==> config.mk <==
export PLATFORM = sky130hd
export DESIGN_NAME = lfdc_top
export DESIGN_NICKNAME = d
export VERILOG_FILES = /design/src/pkg/lfdc_pkg.sv /design/src/verilog/lfdc_lut_mem.sv /design/src/verilog/lfdc_tach_counter.sv /design/src/verilog/lfdc_top.sv
export SDC_FILE = /design/constraint.sdc
export NUM_CORES = 1
export LEC_CHECK = 0
export BUFFER_PORTS_ARGS = -buffer_cell sky130_fd_sc_hd__buf_4
export CAP_MARGIN = 20
export CORE_MARGIN = 5
export CORE_UTILIZATION = 60
export DETAILED_ROUTE_END_ITERATION = 10
export PLACE_DENSITY = 0.77
export SETUP_SLACK_MARGIN = 0.3
export SLEW_MARGIN = 30
export SYNTH_ARGS = -nofsm -noshare
export SYNTH_HDL_FRONTEND = slang
export SYNTH_SLANG_ARGS = --single-unit
==> constraint.sdc <==
create_clock -name ref_clk_in -period 12.15 [get_ports ref_clk_in]
set_input_delay 1.215 -clock ref_clk_in [delete_from_list [all_inputs] [get_ports ref_clk_in]]
set_output_delay 1.215 -clock ref_clk_in [all_outputs]
set_load 0.02 [all_outputs]
==> src/pkg/lfdc_pkg.sv <==
// LUT fan duty control package: register map, field layout, reset values,
// timing counts and carrier types. Assumes a 50 MHz system clock.
// Behaviour
// - Twelve temperature/duty pairs form a table that sets fan duty from remote temperature.
// - Output duty is the duty value over the full-duty value of the selected frequency.
// - At the 22.5 kHz fine setting the duty step is 0.392 percent (255 steps).
// - Without smoothing the duty jumps straight to the new entry's value.
// - With smoothing the duty moves one LSB toward the target per interval.
// - Below the first set-point duty is zero; above one, its duty holds until the next.
// - Comparison resolution is 1 or 0.5 degree; at 0.5 the switch point is 0.5 above.
// - On falling temperature held set-points are lowered by the hysteresis amount.
// - An active critical-temperature output forces full duty at once.
// - The step interval is one of 0.182, 0.091, 0.046 or 0.023 seconds.
// - One interval setting governs every table transition.
// - The tach counter counts 90 kHz periods over one two-pulse revolution.
// - The tach count reads as low byte at 0x46 and high byte at 0x47.
package lfdc_pkg;
  // Clock and tick rates
  localparam int CLK_HZ        = 50_000_000;
  localparam int FINE_TICK_HZ  = 5_760_000; // 22.5 kHz times 256 steps
  localparam int FAST_TICK_HZ  = 360_000;
  localparam int SLOW_TICK_HZ  = 1_406;
  localparam int TACH_TICK_HZ  = 90_000;
  localparam int FINE_TICK_CYC = CLK_HZ / FINE_TICK_HZ;
  localparam int FAST_TICK_CYC = CLK_HZ / FAST_TICK_HZ;
  localparam int SLOW_TICK_CYC = CLK_HZ / SLOW_TICK_HZ;
  localparam int TACH_TICK_CYC = CLK_HZ / TACH_TICK_HZ;
  // Smoothing step intervals, in milliseconds
  localparam int STEP_A_MS  = 182;
  localparam int STEP_B_MS  = 91;
  localparam int STEP_C_MS  = 46;
  localparam int STEP_D_MS  = 23;
  localparam int STEP_A_CYC = CLK_HZ / 1000 * STEP_A_MS;
  localparam int STEP_B_CYC = CLK_HZ / 1000 * STEP_B_MS;
  localparam int STEP_C_CYC = CLK_HZ / 1000 * STEP_C_MS;
  localparam int STEP_D_CYC = CLK_HZ / 1000 * STEP_D_MS;
  // Register offsets
  localparam logic [7:0] REG_ENH_CFG  = 8'h45;
  localparam logic [7:0] REG_TACH_LO  = 8'h46;
  localparam logic [7:0] REG_TACH_HI  = 8'h47;
  localparam logic [7:0] REG_PWM_CFG  = 8'h4A;
  localparam logic [7:0] REG_DUTY     = 8'h4C;
  localparam logic [7:0] REG_FREQ     = 8'h4D;
  localparam logic [7:0] REG_HYST     = 8'h4E;
  localparam logic [7:0] REG_SMOOTH   = 8'h4F;
  localparam logic [7:0] REG_LUT_BASE = 8'h50;
  localparam int         LUT_ENTRIES  = 12;
  localparam int         LUT_WORDS    = 24;
  // Field positions
  localparam int FINE_BIT     = 4;
  localparam int CLKSEL_BIT   = 3;
  localparam int SM_EN_BIT    = 0;
  localparam int SM_INT_LSB   = 1;
  localparam int HALF_RES_BIT = 3;
  localparam int LUT_EN_BIT   = 4;
  // Fixed values
  localparam logic [4:0] FINE_FREQ = 5'h08;
  localparam logic [7:0] FULL_FINE = 8'hFF;
  // Reset values
  localparam logic [7:0] RST_MANUAL = 8'h00;
  localparam logic [4:0] RST_FREQ   = 5'h08;
  localparam logic [7:0] RST_HYST   = 8'h02;
  localparam logic [7:0] RST_SMOOTH = 8'h10;

  // Byte-wide register write/select port
  typedef struct packed {
    logic [7:0] addr;
    logic       wr;
    logic [7:0] wdata;
  } lfdc_reg_req_t;

  // Software configuration
  typedef struct packed {
    logic       fine;
    logic       clksel;
    logic [4:0] freq;
    logic       sm_en;
    logic [1:0] sm_int;
    logic       half_res;
    logic       lut_en;
    logic [7:0] hyst;
    logic [7:0] manual;
  } lfdc_cfg_t;

  typedef enum logic {SC_TEMP, SC_DUTY} lfdc_scan_t;
endpackage

==> src/verilog/lfdc_lut_mem.sv <==
// Table storage: one write port, one read port with registered data.
// Assumes the caller keeps both addresses below WORDS.
`timescale 1ns/100ps
module lfdc_lut_mem
  import lfdc_pkg::*;
#(
  parameter int WORDS = LUT_WORDS,
  parameter int AW    = 5,
  parameter int DW    = 8
) (
  // Clock and reset
  input  wire logic          ref_clk_in,
  input  wire logic          arst_n_in,
  // Write side
  input  wire logic          wr_en_in,
  input  wire logic [AW-1:0] wr_addr_in,
  input  wire logic [DW-1:0] wr_data_in,
  // Read side
  input  wire logic [AW-1:0] rd_addr_in,
  output logic      [DW-1:0] rd_data_out
);
  typedef struct packed {
    logic [WORDS-1:0][DW-1:0] mem;
    logic [DW-1:0]            rdata;
  } lfdc_mem_st_t;

  lfdc_mem_st_t s_reg;
  lfdc_mem_st_t s_next;

  // Read first, read sees old word on a same-address clash
  always_comb begin
    s_next       = s_reg;
    s_next.rdata = s_reg.mem[rd_addr_in];
    if (wr_en_in) begin
      s_next.mem[wr_addr_in] = wr_data_in;
    end
  end

  always_ff @(posedge ref_clk_in or negedge arst_n_in) begin
    if (!arst_n_in) begin
      s_reg <= '0;
    end else begin
      s_reg <= s_next;
    end
  end

  assign rd_data_out = s_reg.rdata;
endmodule // lfdc_lut_mem

==> src/verilog/lfdc_tach_counter.sv <==
// Tach period counter: 90 kHz ticks over one two-pulse revolution.
// Assumes the tach input is already synchronous to the clock.
`timescale 1ns/100ps
module lfdc_tach_counter
  import lfdc_pkg::*;
#(
  parameter int TICK_CYC = TACH_TICK_CYC,
  parameter int CW       = 16
) (
  // Clock and reset
  input  wire logic          ref_clk_in,
  input  wire logic          arst_n_in,
  // Fan tach and result
  input  wire logic          tach_in,
  output logic      [CW-1:0] count_out
);
  typedef struct packed {
    logic [9:0]    div;
    logic          prev;
    logic          armed;
    logic          ph;
    logic [CW-1:0] run;
    logic [CW-1:0] count;
  } lfdc_tach_st_t;

  lfdc_tach_st_t s_reg;
  lfdc_tach_st_t s_next;
  logic          tick;
  logic          rise;

  // Tick divider, edge pairing and saturating count
  always_comb begin
    s_next      = s_reg;
    tick        = (s_reg.div == 10'(TICK_CYC - 1));
    rise        = tach_in & ~s_reg.prev;
    s_next.prev = tach_in;
    s_next.div  = tick ? 10'h000 : s_reg.div + 10'h001;
    if (tick && (s_reg.run != '1)) begin
      s_next.run = s_reg.run + 1'b1;
    end
    if (rise) begin
      s_next.ph = ~s_reg.ph;
      // Two pulses make one revolution; first edge only arms
      if (!s_reg.armed) begin
        s_next.armed = 1'b1;
        s_next.ph    = 1'b0;
        s_next.run   = '0;
      end else if (s_reg.ph) begin
        s_next.count = s_reg.run;
        s_next.run   = '0;
      end
    end
  end

  always_ff @(posedge ref_clk_in or negedge arst_n_in) begin
    if (!arst_n_in) begin
      s_reg <= '0;
    end else begin
      s_reg <= s_next;
    end
  end

  assign count_out = s_reg.count;
endmodule // lfdc_tach_counter

==> src/verilog/lfdc_top.sv <==
// Fan duty controller: register port, table scan, smoothing ramp,
// open-drain PWM and tach readout.
// Assumes temperature arrives in half-degree units, synchronous to the clock.
`timescale 1ns/100ps
module lfdc_top
  import lfdc_pkg::*;
#(
  parameter int SLOW_CYC   = SLOW_TICK_CYC,
  parameter int STEP_A_PRM = STEP_A_CYC,
  parameter int STEP_B_PRM = STEP_B_CYC,
  parameter int STEP_C_PRM = STEP_C_CYC,
  parameter int STEP_D_PRM = STEP_D_CYC
) (
  // Clock and reset
  input  wire logic          ref_clk_in,
  input  wire logic          arst_n_in,
  // Register port
  input  wire lfdc_reg_req_t reg_req_in,
  output logic [7:0]         reg_rdata_out,
  // Temperature side
  input  wire logic [8:0]    remote_temp_in,
  input  wire logic          critical_temp_output_in,
  // Fan pins
  input  wire logic          fan_tach_in,
  output logic               fan_pwm_out,
  output logic               fan_pwm_oe_out
);
  localparam logic [3:0] LAST_IDX = 4'(LUT_ENTRIES - 1);

  typedef struct packed {
    lfdc_cfg_t  cfg;
    logic [7:0] rdata;
    logic       pwm_oe;
    logic [15:0] pre;
    logic [7:0] pcnt;
    logic [7:0] duty;
    logic [23:0] step;
    logic [7:0] target;
    logic [3:0] act_idx;
    logic       act_ok;
    logic [3:0] idx;
    lfdc_scan_t ph;
    logic [3:0] d_idx;
    lfdc_scan_t d_ph;
    logic       d_ok;
    logic [9:0] cur_thr;
    logic [3:0] cand_idx;
    logic [7:0] cand_duty;
    logic       cand_ok;
  } lfdc_top_st_t;

  lfdc_top_st_t s_reg;
  lfdc_top_st_t s_next;

  logic        fine_mode;
  logic [7:0]  full_v;
  logic [7:0]  tgt;
  logic [15:0] pre_lim;
  logic        pwm_tick;
  logic [7:0]  pcnt_last;
  logic [23:0] step_lim;
  logic        step_tick;
  logic        ramp_mode;
  logic        lut_we;
  logic [4:0]  lut_waddr;
  logic [4:0]  lut_raddr;
  logic [7:0]  lut_rdata;
  logic [15:0] tach_count;
  logic [9:0]  hyst2;
  logic [9:0]  temp_hy;
  logic [9:0]  temp_w;
  logic        falling;
  logic        hit;
  logic        commit;
  logic        c_ok;
  logic [3:0]  c_idx;
  logic [7:0]  c_duty;

  // Table storage, written from the register port, read by the scan
  lfdc_lut_mem #(.WORDS(LUT_WORDS), .AW(5), .DW(8)) i_lfdc_lut_mem (
    .ref_clk_in  (ref_clk_in),
    .arst_n_in   (arst_n_in),
    .wr_en_in    (lut_we),
    .wr_addr_in  (lut_waddr),
    .wr_data_in  (reg_req_in.wdata),
    .rd_addr_in  (lut_raddr),
    .rd_data_out (lut_rdata)
  );

  // Fan speed measurement
  lfdc_tach_counter #(.TICK_CYC(TACH_TICK_CYC), .CW(16)) i_lfdc_tach_counter (
    .ref_clk_in (ref_clk_in),
    .arst_n_in  (arst_n_in),
    .tach_in    (fan_tach_in),
    .count_out  (tach_count)
  );

  // Mode decode and full-duty value; frequency 0 treated as 1
  always_comb begin
    fine_mode = s_reg.cfg.fine & ~s_reg.cfg.clksel
                & (s_reg.cfg.freq == FINE_FREQ);
    if (fine_mode) begin
      full_v = FULL_FINE;
    end else if (s_reg.cfg.freq == 5'h00) begin
      full_v = 8'h02;
    end else begin
      full_v = {2'b00, s_reg.cfg.freq, 1'b0};
    end
    // Clip the table target so a bad entry cannot exceed full
    tgt = (s_reg.target > full_v) ? full_v : s_reg.target;
    if (fine_mode) begin
      pre_lim = 16'(FINE_TICK_CYC - 1);
    end else if (s_reg.cfg.clksel) begin
      pre_lim = 16'(SLOW_CYC - 1);
    end else begin
      pre_lim = 16'(FAST_TICK_CYC - 1);
    end
    pwm_tick  = (s_reg.pre >= pre_lim);
    pcnt_last = full_v - 8'h01;
    unique case (s_reg.cfg.sm_int)
      2'd0: step_lim = 24'(STEP_A_PRM - 1);
      2'd1: step_lim = 24'(STEP_B_PRM - 1);
      2'd2: step_lim = 24'(STEP_C_PRM - 1);
      2'd3: step_lim = 24'(STEP_D_PRM - 1);
    endcase
    step_tick = (s_reg.step >= step_lim);
    ramp_mode = s_reg.cfg.lut_en & s_reg.cfg.sm_en & ~critical_temp_output_in;
  end

  // Table address decode for writes; scan address from state
  always_comb begin
    lut_we    = reg_req_in.wr && (reg_req_in.addr >= REG_LUT_BASE)
                && (reg_req_in.addr < 8'(REG_LUT_BASE + LUT_WORDS));
    lut_waddr = 5'(reg_req_in.addr - REG_LUT_BASE);
    lut_raddr = {s_reg.idx, (s_reg.ph == SC_DUTY)};
  end

  // Set-point comparison for the word returned this cycle
  always_comb begin
    temp_w  = {1'b0, remote_temp_in};
    hyst2   = {1'b0, s_reg.cfg.hyst, 1'b0};
    // Raising the reading stands in for lowering the point; no underflow
    temp_hy = temp_w + hyst2;
    // Entries at or below the held one use the lowered point
    falling = s_reg.act_ok && (s_reg.d_idx <= s_reg.act_idx);
    hit     = falling ? (temp_hy > s_reg.cur_thr) : (temp_w > s_reg.cur_thr);
    commit  = s_reg.d_ok && (s_reg.d_ph == SC_DUTY) && (s_reg.d_idx == LAST_IDX);
    c_ok    = s_reg.cand_ok;
    c_idx   = s_reg.cand_idx;
    c_duty  = s_reg.cand_duty;
    // Highest passed entry wins, relying on ascending programming
    if (s_reg.d_ok && (s_reg.d_ph == SC_DUTY) && hit) begin
      c_ok   = 1'b1;
      c_idx  = s_reg.d_idx;
      c_duty = lut_rdata;
    end
  end

  // Next state: registers, scan, ramp, PWM
  always_comb begin
    s_next = s_reg;
    // Register writes
    if (reg_req_in.wr) begin
      unique case (reg_req_in.addr)
        REG_ENH_CFG: s_next.cfg.fine   = reg_req_in.wdata[FINE_BIT];
        REG_PWM_CFG: s_next.cfg.clksel = reg_req_in.wdata[CLKSEL_BIT];
        REG_DUTY:    s_next.cfg.manual = reg_req_in.wdata;
        REG_FREQ:    s_next.cfg.freq   = reg_req_in.wdata[4:0];
        REG_HYST:    s_next.cfg.hyst   = reg_req_in.wdata;
        REG_SMOOTH: begin
          s_next.cfg.sm_en    = reg_req_in.wdata[SM_EN_BIT];
          s_next.cfg.sm_int   = reg_req_in.wdata[SM_INT_LSB +: 2];
          s_next.cfg.half_res = reg_req_in.wdata[HALF_RES_BIT];
          s_next.cfg.lut_en   = reg_req_in.wdata[LUT_EN_BIT];
        end
        default: ;
      endcase
    end
    // Read data follows the address one cycle later
    unique case (reg_req_in.addr)
      REG_ENH_CFG: s_next.rdata = {3'b000, s_reg.cfg.fine, 4'h0};
      REG_TACH_LO: s_next.rdata = tach_count[7:0];
      REG_TACH_HI: s_next.rdata = tach_count[15:8];
      REG_PWM_CFG: s_next.rdata = {4'h0, s_reg.cfg.clksel, 3'b000};
      REG_DUTY:    s_next.rdata = s_reg.duty;
      REG_FREQ:    s_next.rdata = {3'b000, s_reg.cfg.freq};
      REG_HYST:    s_next.rdata = s_reg.cfg.hyst;
      REG_SMOOTH:  s_next.rdata = {3'b000, s_reg.cfg.lut_en, s_reg.cfg.half_res,
                                   s_reg.cfg.sm_int, s_reg.cfg.sm_en};
      default:     s_next.rdata = 8'h00;
    endcase
    // Scan sequencing: two words per entry, endless loop
    s_next.d_idx = s_reg.idx;
    s_next.d_ph  = s_reg.ph;
    s_next.d_ok  = 1'b1;
    if (s_reg.ph == SC_TEMP) begin
      s_next.ph = SC_DUTY;
    end else begin
      s_next.ph  = SC_TEMP;
      s_next.idx = (s_reg.idx == LAST_IDX) ? 4'h0 : s_reg.idx + 4'h1;
    end
    // Threshold in half degrees; whole-degree mode needs one half step more
    if (s_reg.d_ok && (s_reg.d_ph == SC_TEMP)) begin
      s_next.cur_thr = {1'b0, lut_rdata, 1'b0} + {9'h000, ~s_reg.cfg.half_res};
    end
    s_next.cand_ok   = c_ok;
    s_next.cand_idx  = c_idx;
    s_next.cand_duty = c_duty;
    if (commit) begin
      s_next.target  = c_ok ? c_duty : 8'h00;
      s_next.act_ok  = c_ok;
      s_next.act_idx = c_idx;
      s_next.cand_ok = 1'b0;
    end
    // Step interval timer, shared by every transition
    s_next.step = step_tick ? 24'h00_0000 : s_reg.step + 24'h00_0001;
    // Duty selection; critical temperature overrides all
    if (critical_temp_output_in) begin
      s_next.duty = full_v;
    end else if (!s_reg.cfg.lut_en) begin
      s_next.duty = s_reg.cfg.manual;
    end else if (!s_reg.cfg.sm_en) begin
      s_next.duty = tgt;
    end else if (step_tick && (s_reg.duty < tgt)) begin
      s_next.duty = s_reg.duty + 8'h01;
    end else if (step_tick && (s_reg.duty > tgt)) begin
      s_next.duty = s_reg.duty - 8'h01;
    end
    // PWM period counter; wraps early if period shrinks
    s_next.pre = pwm_tick ? 16'h0000 : s_reg.pre + 16'h0001;
    if (pwm_tick) begin
      s_next.pcnt = (s_reg.pcnt >= pcnt_last) ? 8'h00 : s_reg.pcnt + 8'h01;
    end
    // Pin released while counter below duty, pulled low otherwise
    s_next.pwm_oe = ~(s_reg.pcnt < s_reg.duty);
  end

  always_ff @(posedge ref_clk_in or negedge arst_n_in) begin
    if (!arst_n_in) begin
      s_reg            <= '0;
      s_reg.cfg.manual <= RST_MANUAL;
      s_reg.cfg.freq   <= RST_FREQ;
      s_reg.cfg.hyst   <= RST_HYST;
      s_reg.cfg.lut_en <= RST_SMOOTH[LUT_EN_BIT];
      s_reg.pwm_oe     <= 1'b1;
      s_reg.ph         <= SC_TEMP;
      s_reg.d_ph       <= SC_TEMP;
    end else begin
      s_reg <= s_next;
    end
  end

  // Open-drain: data low, enable pulls the pin
  assign fan_pwm_out    = 1'b0;
  assign fan_pwm_oe_out = s_reg.pwm_oe;
  assign reg_rdata_out  = s_reg.rdata;
endmodule // lfdc_top

==> flow_metrics.tcl, run 1 <==
set metrics [dict create \
    outcome "complete, no violations" \
    netlist_instances 1655 \
    drv_slew 0 \
    yosys.area_share.simple_pct 9.77 \
    drive_above_1_share_pct 25.6 \
    nNetsFinal 1805 \
    hp-class "reg2reg" \
    worstPathMaxFanout 10 \
    grt_pass1_vias 13485 \
    period_needed_ns 6.61 \
    max_slew_margin_pct 34.2 \
    synth_area_per_cell_um2 12.0 \
    final_cell_mix "dfrtp_1, mux2_2, nor2_1" \
    io_pins 40 \
    hold_viol_final 0 \
    worst_slew_pin_slew_ns 0.983 \
    synthTopCellsByArea "dfrtp_1, mux2_2, mux4_2" \
    gp_congestion 0.914 \
    fin_crit_sh_pct 54.4 \
    hold_buffers 0 \
    critPathKind "reg2reg" \
    ant_nets 0 \
    cts_buffer_depth 3 \
    synthXorXnorAreaFrac_pct 2.82 \
    largest_reg_flops 192 \
    ys_types 71 \
    fillers 2324 \
    drc 0 \
    power_density_nw_per_um2 139 \
    maxCapViolCount 0 \
    synth_top_family_by_area "multiplexers" \
    tns_ns 0 \
    synth_nets 1794 \
    die-area_um2 36900 \
    finalPower_mw 3.03 \
    yosysSeqAreaShare_pct 48.4 \
    die_h_um 192 \
    grt_overflow 0 \
    cp-start-kind "flip-flop" \
    fin_util_pct 67.0 \
    irDropWorstVdd_mv 0.136 \
    end_kind "flip-flop" \
    h-tree-depth 2 \
    cts.clk_slew.worst_paths_ns 0.06 \
    ys_dominant_reg_cell "dfrtp_1" \
    avgViaCountPerCell 6.11 \
    layout_commonest_cell "dfrtp_1" \
    synth_area_leader_cell "dfrtp_1" \
    arrival_ns 7.08 \
    async_flop_share_pct 100 \
    grt_pass1_wl_um 71700 \
    cts_setup_buffers 0 \
    ys_ff_latch 384 \
    skew_ns 0.0213 \
    rsz0062_at_grt "no" \
    cts_root_buf "clkbuf_16" \
    hold_ws_ns 0.451 \
    cts_buffers 41 \
    synth_mux_area_share_pct 21.7 \
    routedWlPerCell_um 20.5 \
    synth_compound_area_share_pct 7.19 \
    num_vias 13058 \
    core_region_area_um2 32600 \
    numClockSinks 384 \
    synthAdderAreaFrac_pct 6.94 \
    first_pass_iters 5 \
    initial_utilization_pct 60.9 \
    synth_area_um2 19900 \
    grt.total_usage_pct 24.5 \
    fmax_ghz 0.151 \
    die_w_um 192 \
    io_buffers 38 \
    final-setup-viol-count 0 \
    power_leakage_nw 10.4 \
    cp.required_ns 12.62 \
    ff_latch_area_um2 9620 \
    grt_max_degree 92 \
    multiInputGateArea_um2 9640 \
    drt_iter0_drc 677 \
    clock_latency_ns 0.54 \
    area_delta_synth_final_pct 10.1 \
    antenna_found_initial 0 \
    rows 66 \
    synth_edf_count 0 \
    diodes 0 \
    place_hpwl_um 30100 \
    yosysWarnings 0 \
    cts_tree "yes" \
    wirelength_um 43900 \
    synth_top_cell_area_share_pct 47.9 \
    cts_resized 0 \
]
-- logic make-up after synthesis --
kind of cell,count (synthesis)
xor+xnor,64
compound gates,214
flops,384
buf+inv,156
mux,323
other cells,2
fa+ha+maj,109
simple gates,403
-- area by class of cell --
type | count | area share (%)
multi-input combinational | 1115 | 44.1
sequential | 384 | 44.0
clock buffer | 62 | 5.52
tap | 442 | 2.53
timing repair buffer | 47 | 1.70
inverter | 77 | 1.32
clock inverter | 11 | 0.864
-- stage by stage --
stage          instance area [um^2]  cells  worst slack (ns)
2_1_floorplan                 19900   1655              6.45
3_3_place_gp                  20400   2065              5.75
3_5_place_dp                  20500   2065              5.60
4_1_cts                       21900   2138              5.58
5_1_grt                       21900   2138              5.02
6_report                      21900   2138              5.54
-- power by group --
group / internal (mW) / switching, mW / leakage [nW]
logic: 0.150 / 0.184 / 4.56
registers: 1.35 / 0.0578 / 5.19
clock network: 0.775 / 0.510 / 0.683
-- worst max-delay path: stages (launching register included) --
cell,delay (ns)
dfrtp_1,0.43
or4_4,0.57
or3_1,0.61
nand2b_1,0.27
inv_1,0.09
ha_1,0.30
nand4_1,0.15
nor2_1,0.38
nor2_1,0.18
nor2_1,0.36
nor2_1,0.09
or2_2,0.28
ha_1,0.29
a21oi_1,0.15
o21ai_0,0.13
a21oi_1,0.23
nand2_1,0.27
fa_1,0.48
a21o_1,0.18
a21oi_1,0.22
o21bai_1,0.09
a21oi_1,0.19
mux2i_1,0.09
o41a_1,0.41
o21ai_1,0.12
-- synth_stat cells (18+ instances only) --
library cell / n
nand3_1: 46
o21ai_0: 48
inv_1: 76
nand2_1: 96
mux4_2: 61
mux2_2: 247
xnor2_1: 27
clkbuf_1: 56
and3_1: 18
nand4_1: 31
nor3_1: 22
a21o_1: 19
xor2_1: 37
ha_1: 107
dfrtp_1: 380
a21oi_1: 52
nor2_1: 123
-- worst paths after layout --
path | depth (start not counted) | to | slack, ns | from
worst max-delay path | 24 | s_reg[77] | 5.54 | s_reg[135]
worst min-delay path | 1 | s_reg[47] | 0.45 | s_reg[47]
worst max register to register | 24 | s_reg[77] | 5.54 | s_reg[135]
worst min register to register | 1 | s_reg[47] | 0.45 | s_reg[47]
max in group asynchronous | 3 | i_lfdc_lut_mem.s_reg[189] | 9.50 | arst_n_in
min in group asynchronous | 1 | s_reg[60] | 0.70 | arst_n_in
-- per-layer routing --
| layer | GRT usage (%) | vias to the layer above | wire [um] |
|---|---|---|---|
| met3 | 3.85 | 96 | 2130 |
| met2 | 40.7 | 321 | 21500 |
| li1 | - | 6018 | - |
| met4 | 8.80 | 0 | 1610 |
| met1 | 33.0 | 6623 | 18600 |
| met5 | 0.412 | - | 0 |
Power figures use the tool's default switching activity.
==> run 2, diff against run 1 <==
--- a/config.mk
+++ b/config.mk
@@ -8,9 +8,9 @@
 export BUFFER_PORTS_ARGS = -buffer_cell sky130_fd_sc_hd__buf_4
 export CAP_MARGIN = 20
 export CORE_MARGIN = 5
-export CORE_UTILIZATION = 60
+export CORE_UTILIZATION = 57
 export DETAILED_ROUTE_END_ITERATION = 10
-export PLACE_DENSITY = 0.77
+export PLACE_DENSITY = 0.76
 export SETUP_SLACK_MARGIN = 0.3
 export SLEW_MARGIN = 30
 export SYNTH_ARGS = -nofsm -noshare
==> constraint.sdc (replaced) <==
create_clock -name ref_clk_in -period 5.3 [get_ports ref_clk_in]
set_input_delay 0.53 -clock ref_clk_in [delete_from_list [all_inputs] [get_ports ref_clk_in]]
set_output_delay 0.53 -clock ref_clk_in [all_outputs]
set_load 0.02 [all_outputs]
==> run 2 against run 1 <==
Compared with the run above: critical path depth stayed put; global-route usage shrank 0.95 points; wire length up 2.5%; first-iteration DRC count rose by 22%; maximum frequency rose by 26%; non-clock buffer count increased by 41; total power is 130% higher; highest routed layer unchanged; largest cell class unchanged; sequential cell count is the same; clock power grew 130%; critical endpoint is now s_reg[78]; die area is 5.0% higher; clock skew fell by 0.0086 ns.
==> flow_metrics.tcl, run 2 (same netlist as run 1, synthesis figures left out) <==
set metrics [dict create \
    drive_above_1_share_pct 30.0 \
    core_region_area_um2 34500 \
    cts_buffers 41 \
    end_kind "flip-flop" \
    wirelength_um 45000 \
    cts_tree "yes" \
    io_pins 40 \
    power_leakage_nw 10.7 \
    hold_viol_final 0 \
    irDropWorstVdd_mv 0.343 \
    antenna_found_initial 0 \
    ant_nets 0 \
    cp-start-kind "flip-flop" \
    maxCapViolCount 0 \
    critPathKind "reg2reg" \
    numClockSinks 384 \
    cts_root_buf "clkbuf_16" \
    final_cell_area_um2 22600 \
    period_needed_ns 5.25 \
    drv_slew 0 \
    power_density_nw_per_um2 314 \
    clock_latency_ns 0.55 \
    arrival_ns 5.73 \
    worstPathMaxFanout 5 \
    cp.required_ns 5.77 \
    dp_slack_ns -0.260 \
    routedWlPerCell_um 20.5 \
    max_slew_margin_pct 34.9 \
    die_h_um 197 \
    cts.clk_slew.worst_paths_ns 0.06 \
    grt_pass1_wl_um 73800 \
    worst_slew_pin_slew_ns 0.970 \
    rows 68 \
    first_pass_iters 6 \
    final-setup-viol-count 0 \
    cts_buffer_depth 3 \
    grt_pass1_vias 13700 \
    gp_congestion 0.941 \
    final_cell_mix "dfrtp_1, mux2_2, nor2_1" \
    grt_overflow 0 \
    diodes 0 \
    drc 0 \
    place_hpwl_um 30300 \
    area_delta_synth_final_pct 13.5 \
    rsz0062_at_grt "yes" \
    die-area_um2 38700 \
    nNetsFinal 1846 \
    grt_max_degree 140 \
    place_area_um2 20700 \
    drt_iter0_drc 828 \
    h-tree-depth 2 \
    skew_ns 0.0127 \
    largest_reg_flops 192 \
    finalPower_mw 7.08 \
    num_vias 13209 \
    avgViaCountPerCell 6.03 \
    hp-class "in2reg" \
    grt.total_usage_pct 23.5 \
    outcome "complete, no violations" \
    r2r_setup_slack_ns 0.05 \
    initial_utilization_pct 57.7 \
    fin_crit_sh_pct 99.1 \
    fillers 2503 \
    io_buffers 38 \
    die_w_um 197 \
    finalWorstSetupSlack_ns 0.0475 \
    fmax_ghz 0.190 \
    layout_commonest_cell "dfrtp_1" \
]
[run 2: changes by cell type in the layout (fill, tap and decap cells not counted), sizes merged]
cell         before  now
clkinvlp          0    1
clkinv            5   10
bufinv            4    3
dlygate4sd3       0    1
buf              47   87
clkbuf           62   59
inv              79   77
[run 2: path summary, 6_finish.rpt]
check,cells past startpoint,endpoint,from
setup / recovery,24,s_reg[78],s_reg[134]
hold / removal,1,i_lfdc_tach_counter.s_reg[34],fan_tach_in
setup reg to reg,24,s_reg[78],s_reg[134]
hold reg to reg,1,s_reg[47],s_reg[47]
max in group asynchronous,4,lut_raddr[1],arst_n_in
min in group asynchronous,2,s_reg[55],arst_n_in
[run 2: layout make-up]
| type | count | area (um^2) | share of cell area (%) |
|---|---|---|---|
| Timing Repair Buffer | 88 | 758 | 3.36 |
| Sequential cell | 384 | 9620 | 42.7 |
| Clock buffer | 59 | 1220 | 5.43 |
| Multi-Input combinational cell | 1115 | 9910 | 43.9 |
| Clock inverter | 14 | 176 | 0.782 |
| Inverter | 77 | 294 | 1.30 |
| Tap cell | 455 | 569 | 2.52 |
[run 2: repair_timing]
item,in CTS,in global routing
setup buffers,15,6
hold buffers,0,1
resized for setup,29,13
hold endpoints to repair,0,26
pin swaps,23,22
setup endpoints to repair,7,7
[run 2: metrics by stage]
| stage | setup TNS, ns | hold slack (ns) | cells | utilization (%) |
|---|---|---|---|---|
| 2_1_floorplan | 0 | 0.234 | 1655 | - |
| 3_3_place_gp | -0.106 | 0.443 | 2096 | 60.1 |
| 3_5_place_dp | -0.612 | 0.457 | 2096 | 60.1 |
| 4_1_cts | 0 | 0.0729 | 2184 | 65.0 |
| 5_1_grt | -0.395 | 0.0917 | 2192 | 65.5 |
| 6_report | 0 | 0.109 | 2192 | 65.5 |
[run 2: per-layer routing]
metal	part of all wire [%]	up-vias	GRT usage [%]
met3	4.5	67	3.35
li1	-	6114	-
met5	0	-	0
met4	2.4	0	5.91
met1	43	6739	32.6
met2	50	289	39.7
[run 2: worst max-delay path: stages, from the launching register on]
cell,delay [ns]
dfrtp_1,0.38
or4_4,0.53
or3_4,0.40
clkinv_4,0.09
nor2_4,0.04
ha_4,0.27
nor2b_4,0.12
o211ai_1,0.16
a21o_1,0.27
buf_6,0.14
a211oi_4,0.28
a21oi_1,0.07
ha_1,0.33
and4_4,0.22
a21oi_4,0.19
nand2_4,0.10
buf_6,0.15
ha_4,0.29
nand3_2,0.07
o211ai_1,0.31
o41ai_2,0.11
xnor2_1,0.14
and3_1,0.18
o21a_1,0.19
o211ai_2,0.13
[run 2: where the power goes]
part	internal, mW	leakage [nW]	switching [mW]
sequential	3.10	5.19	0.136
clock	1.76	0.694	1.18
combinational	0.437	4.85	0.471
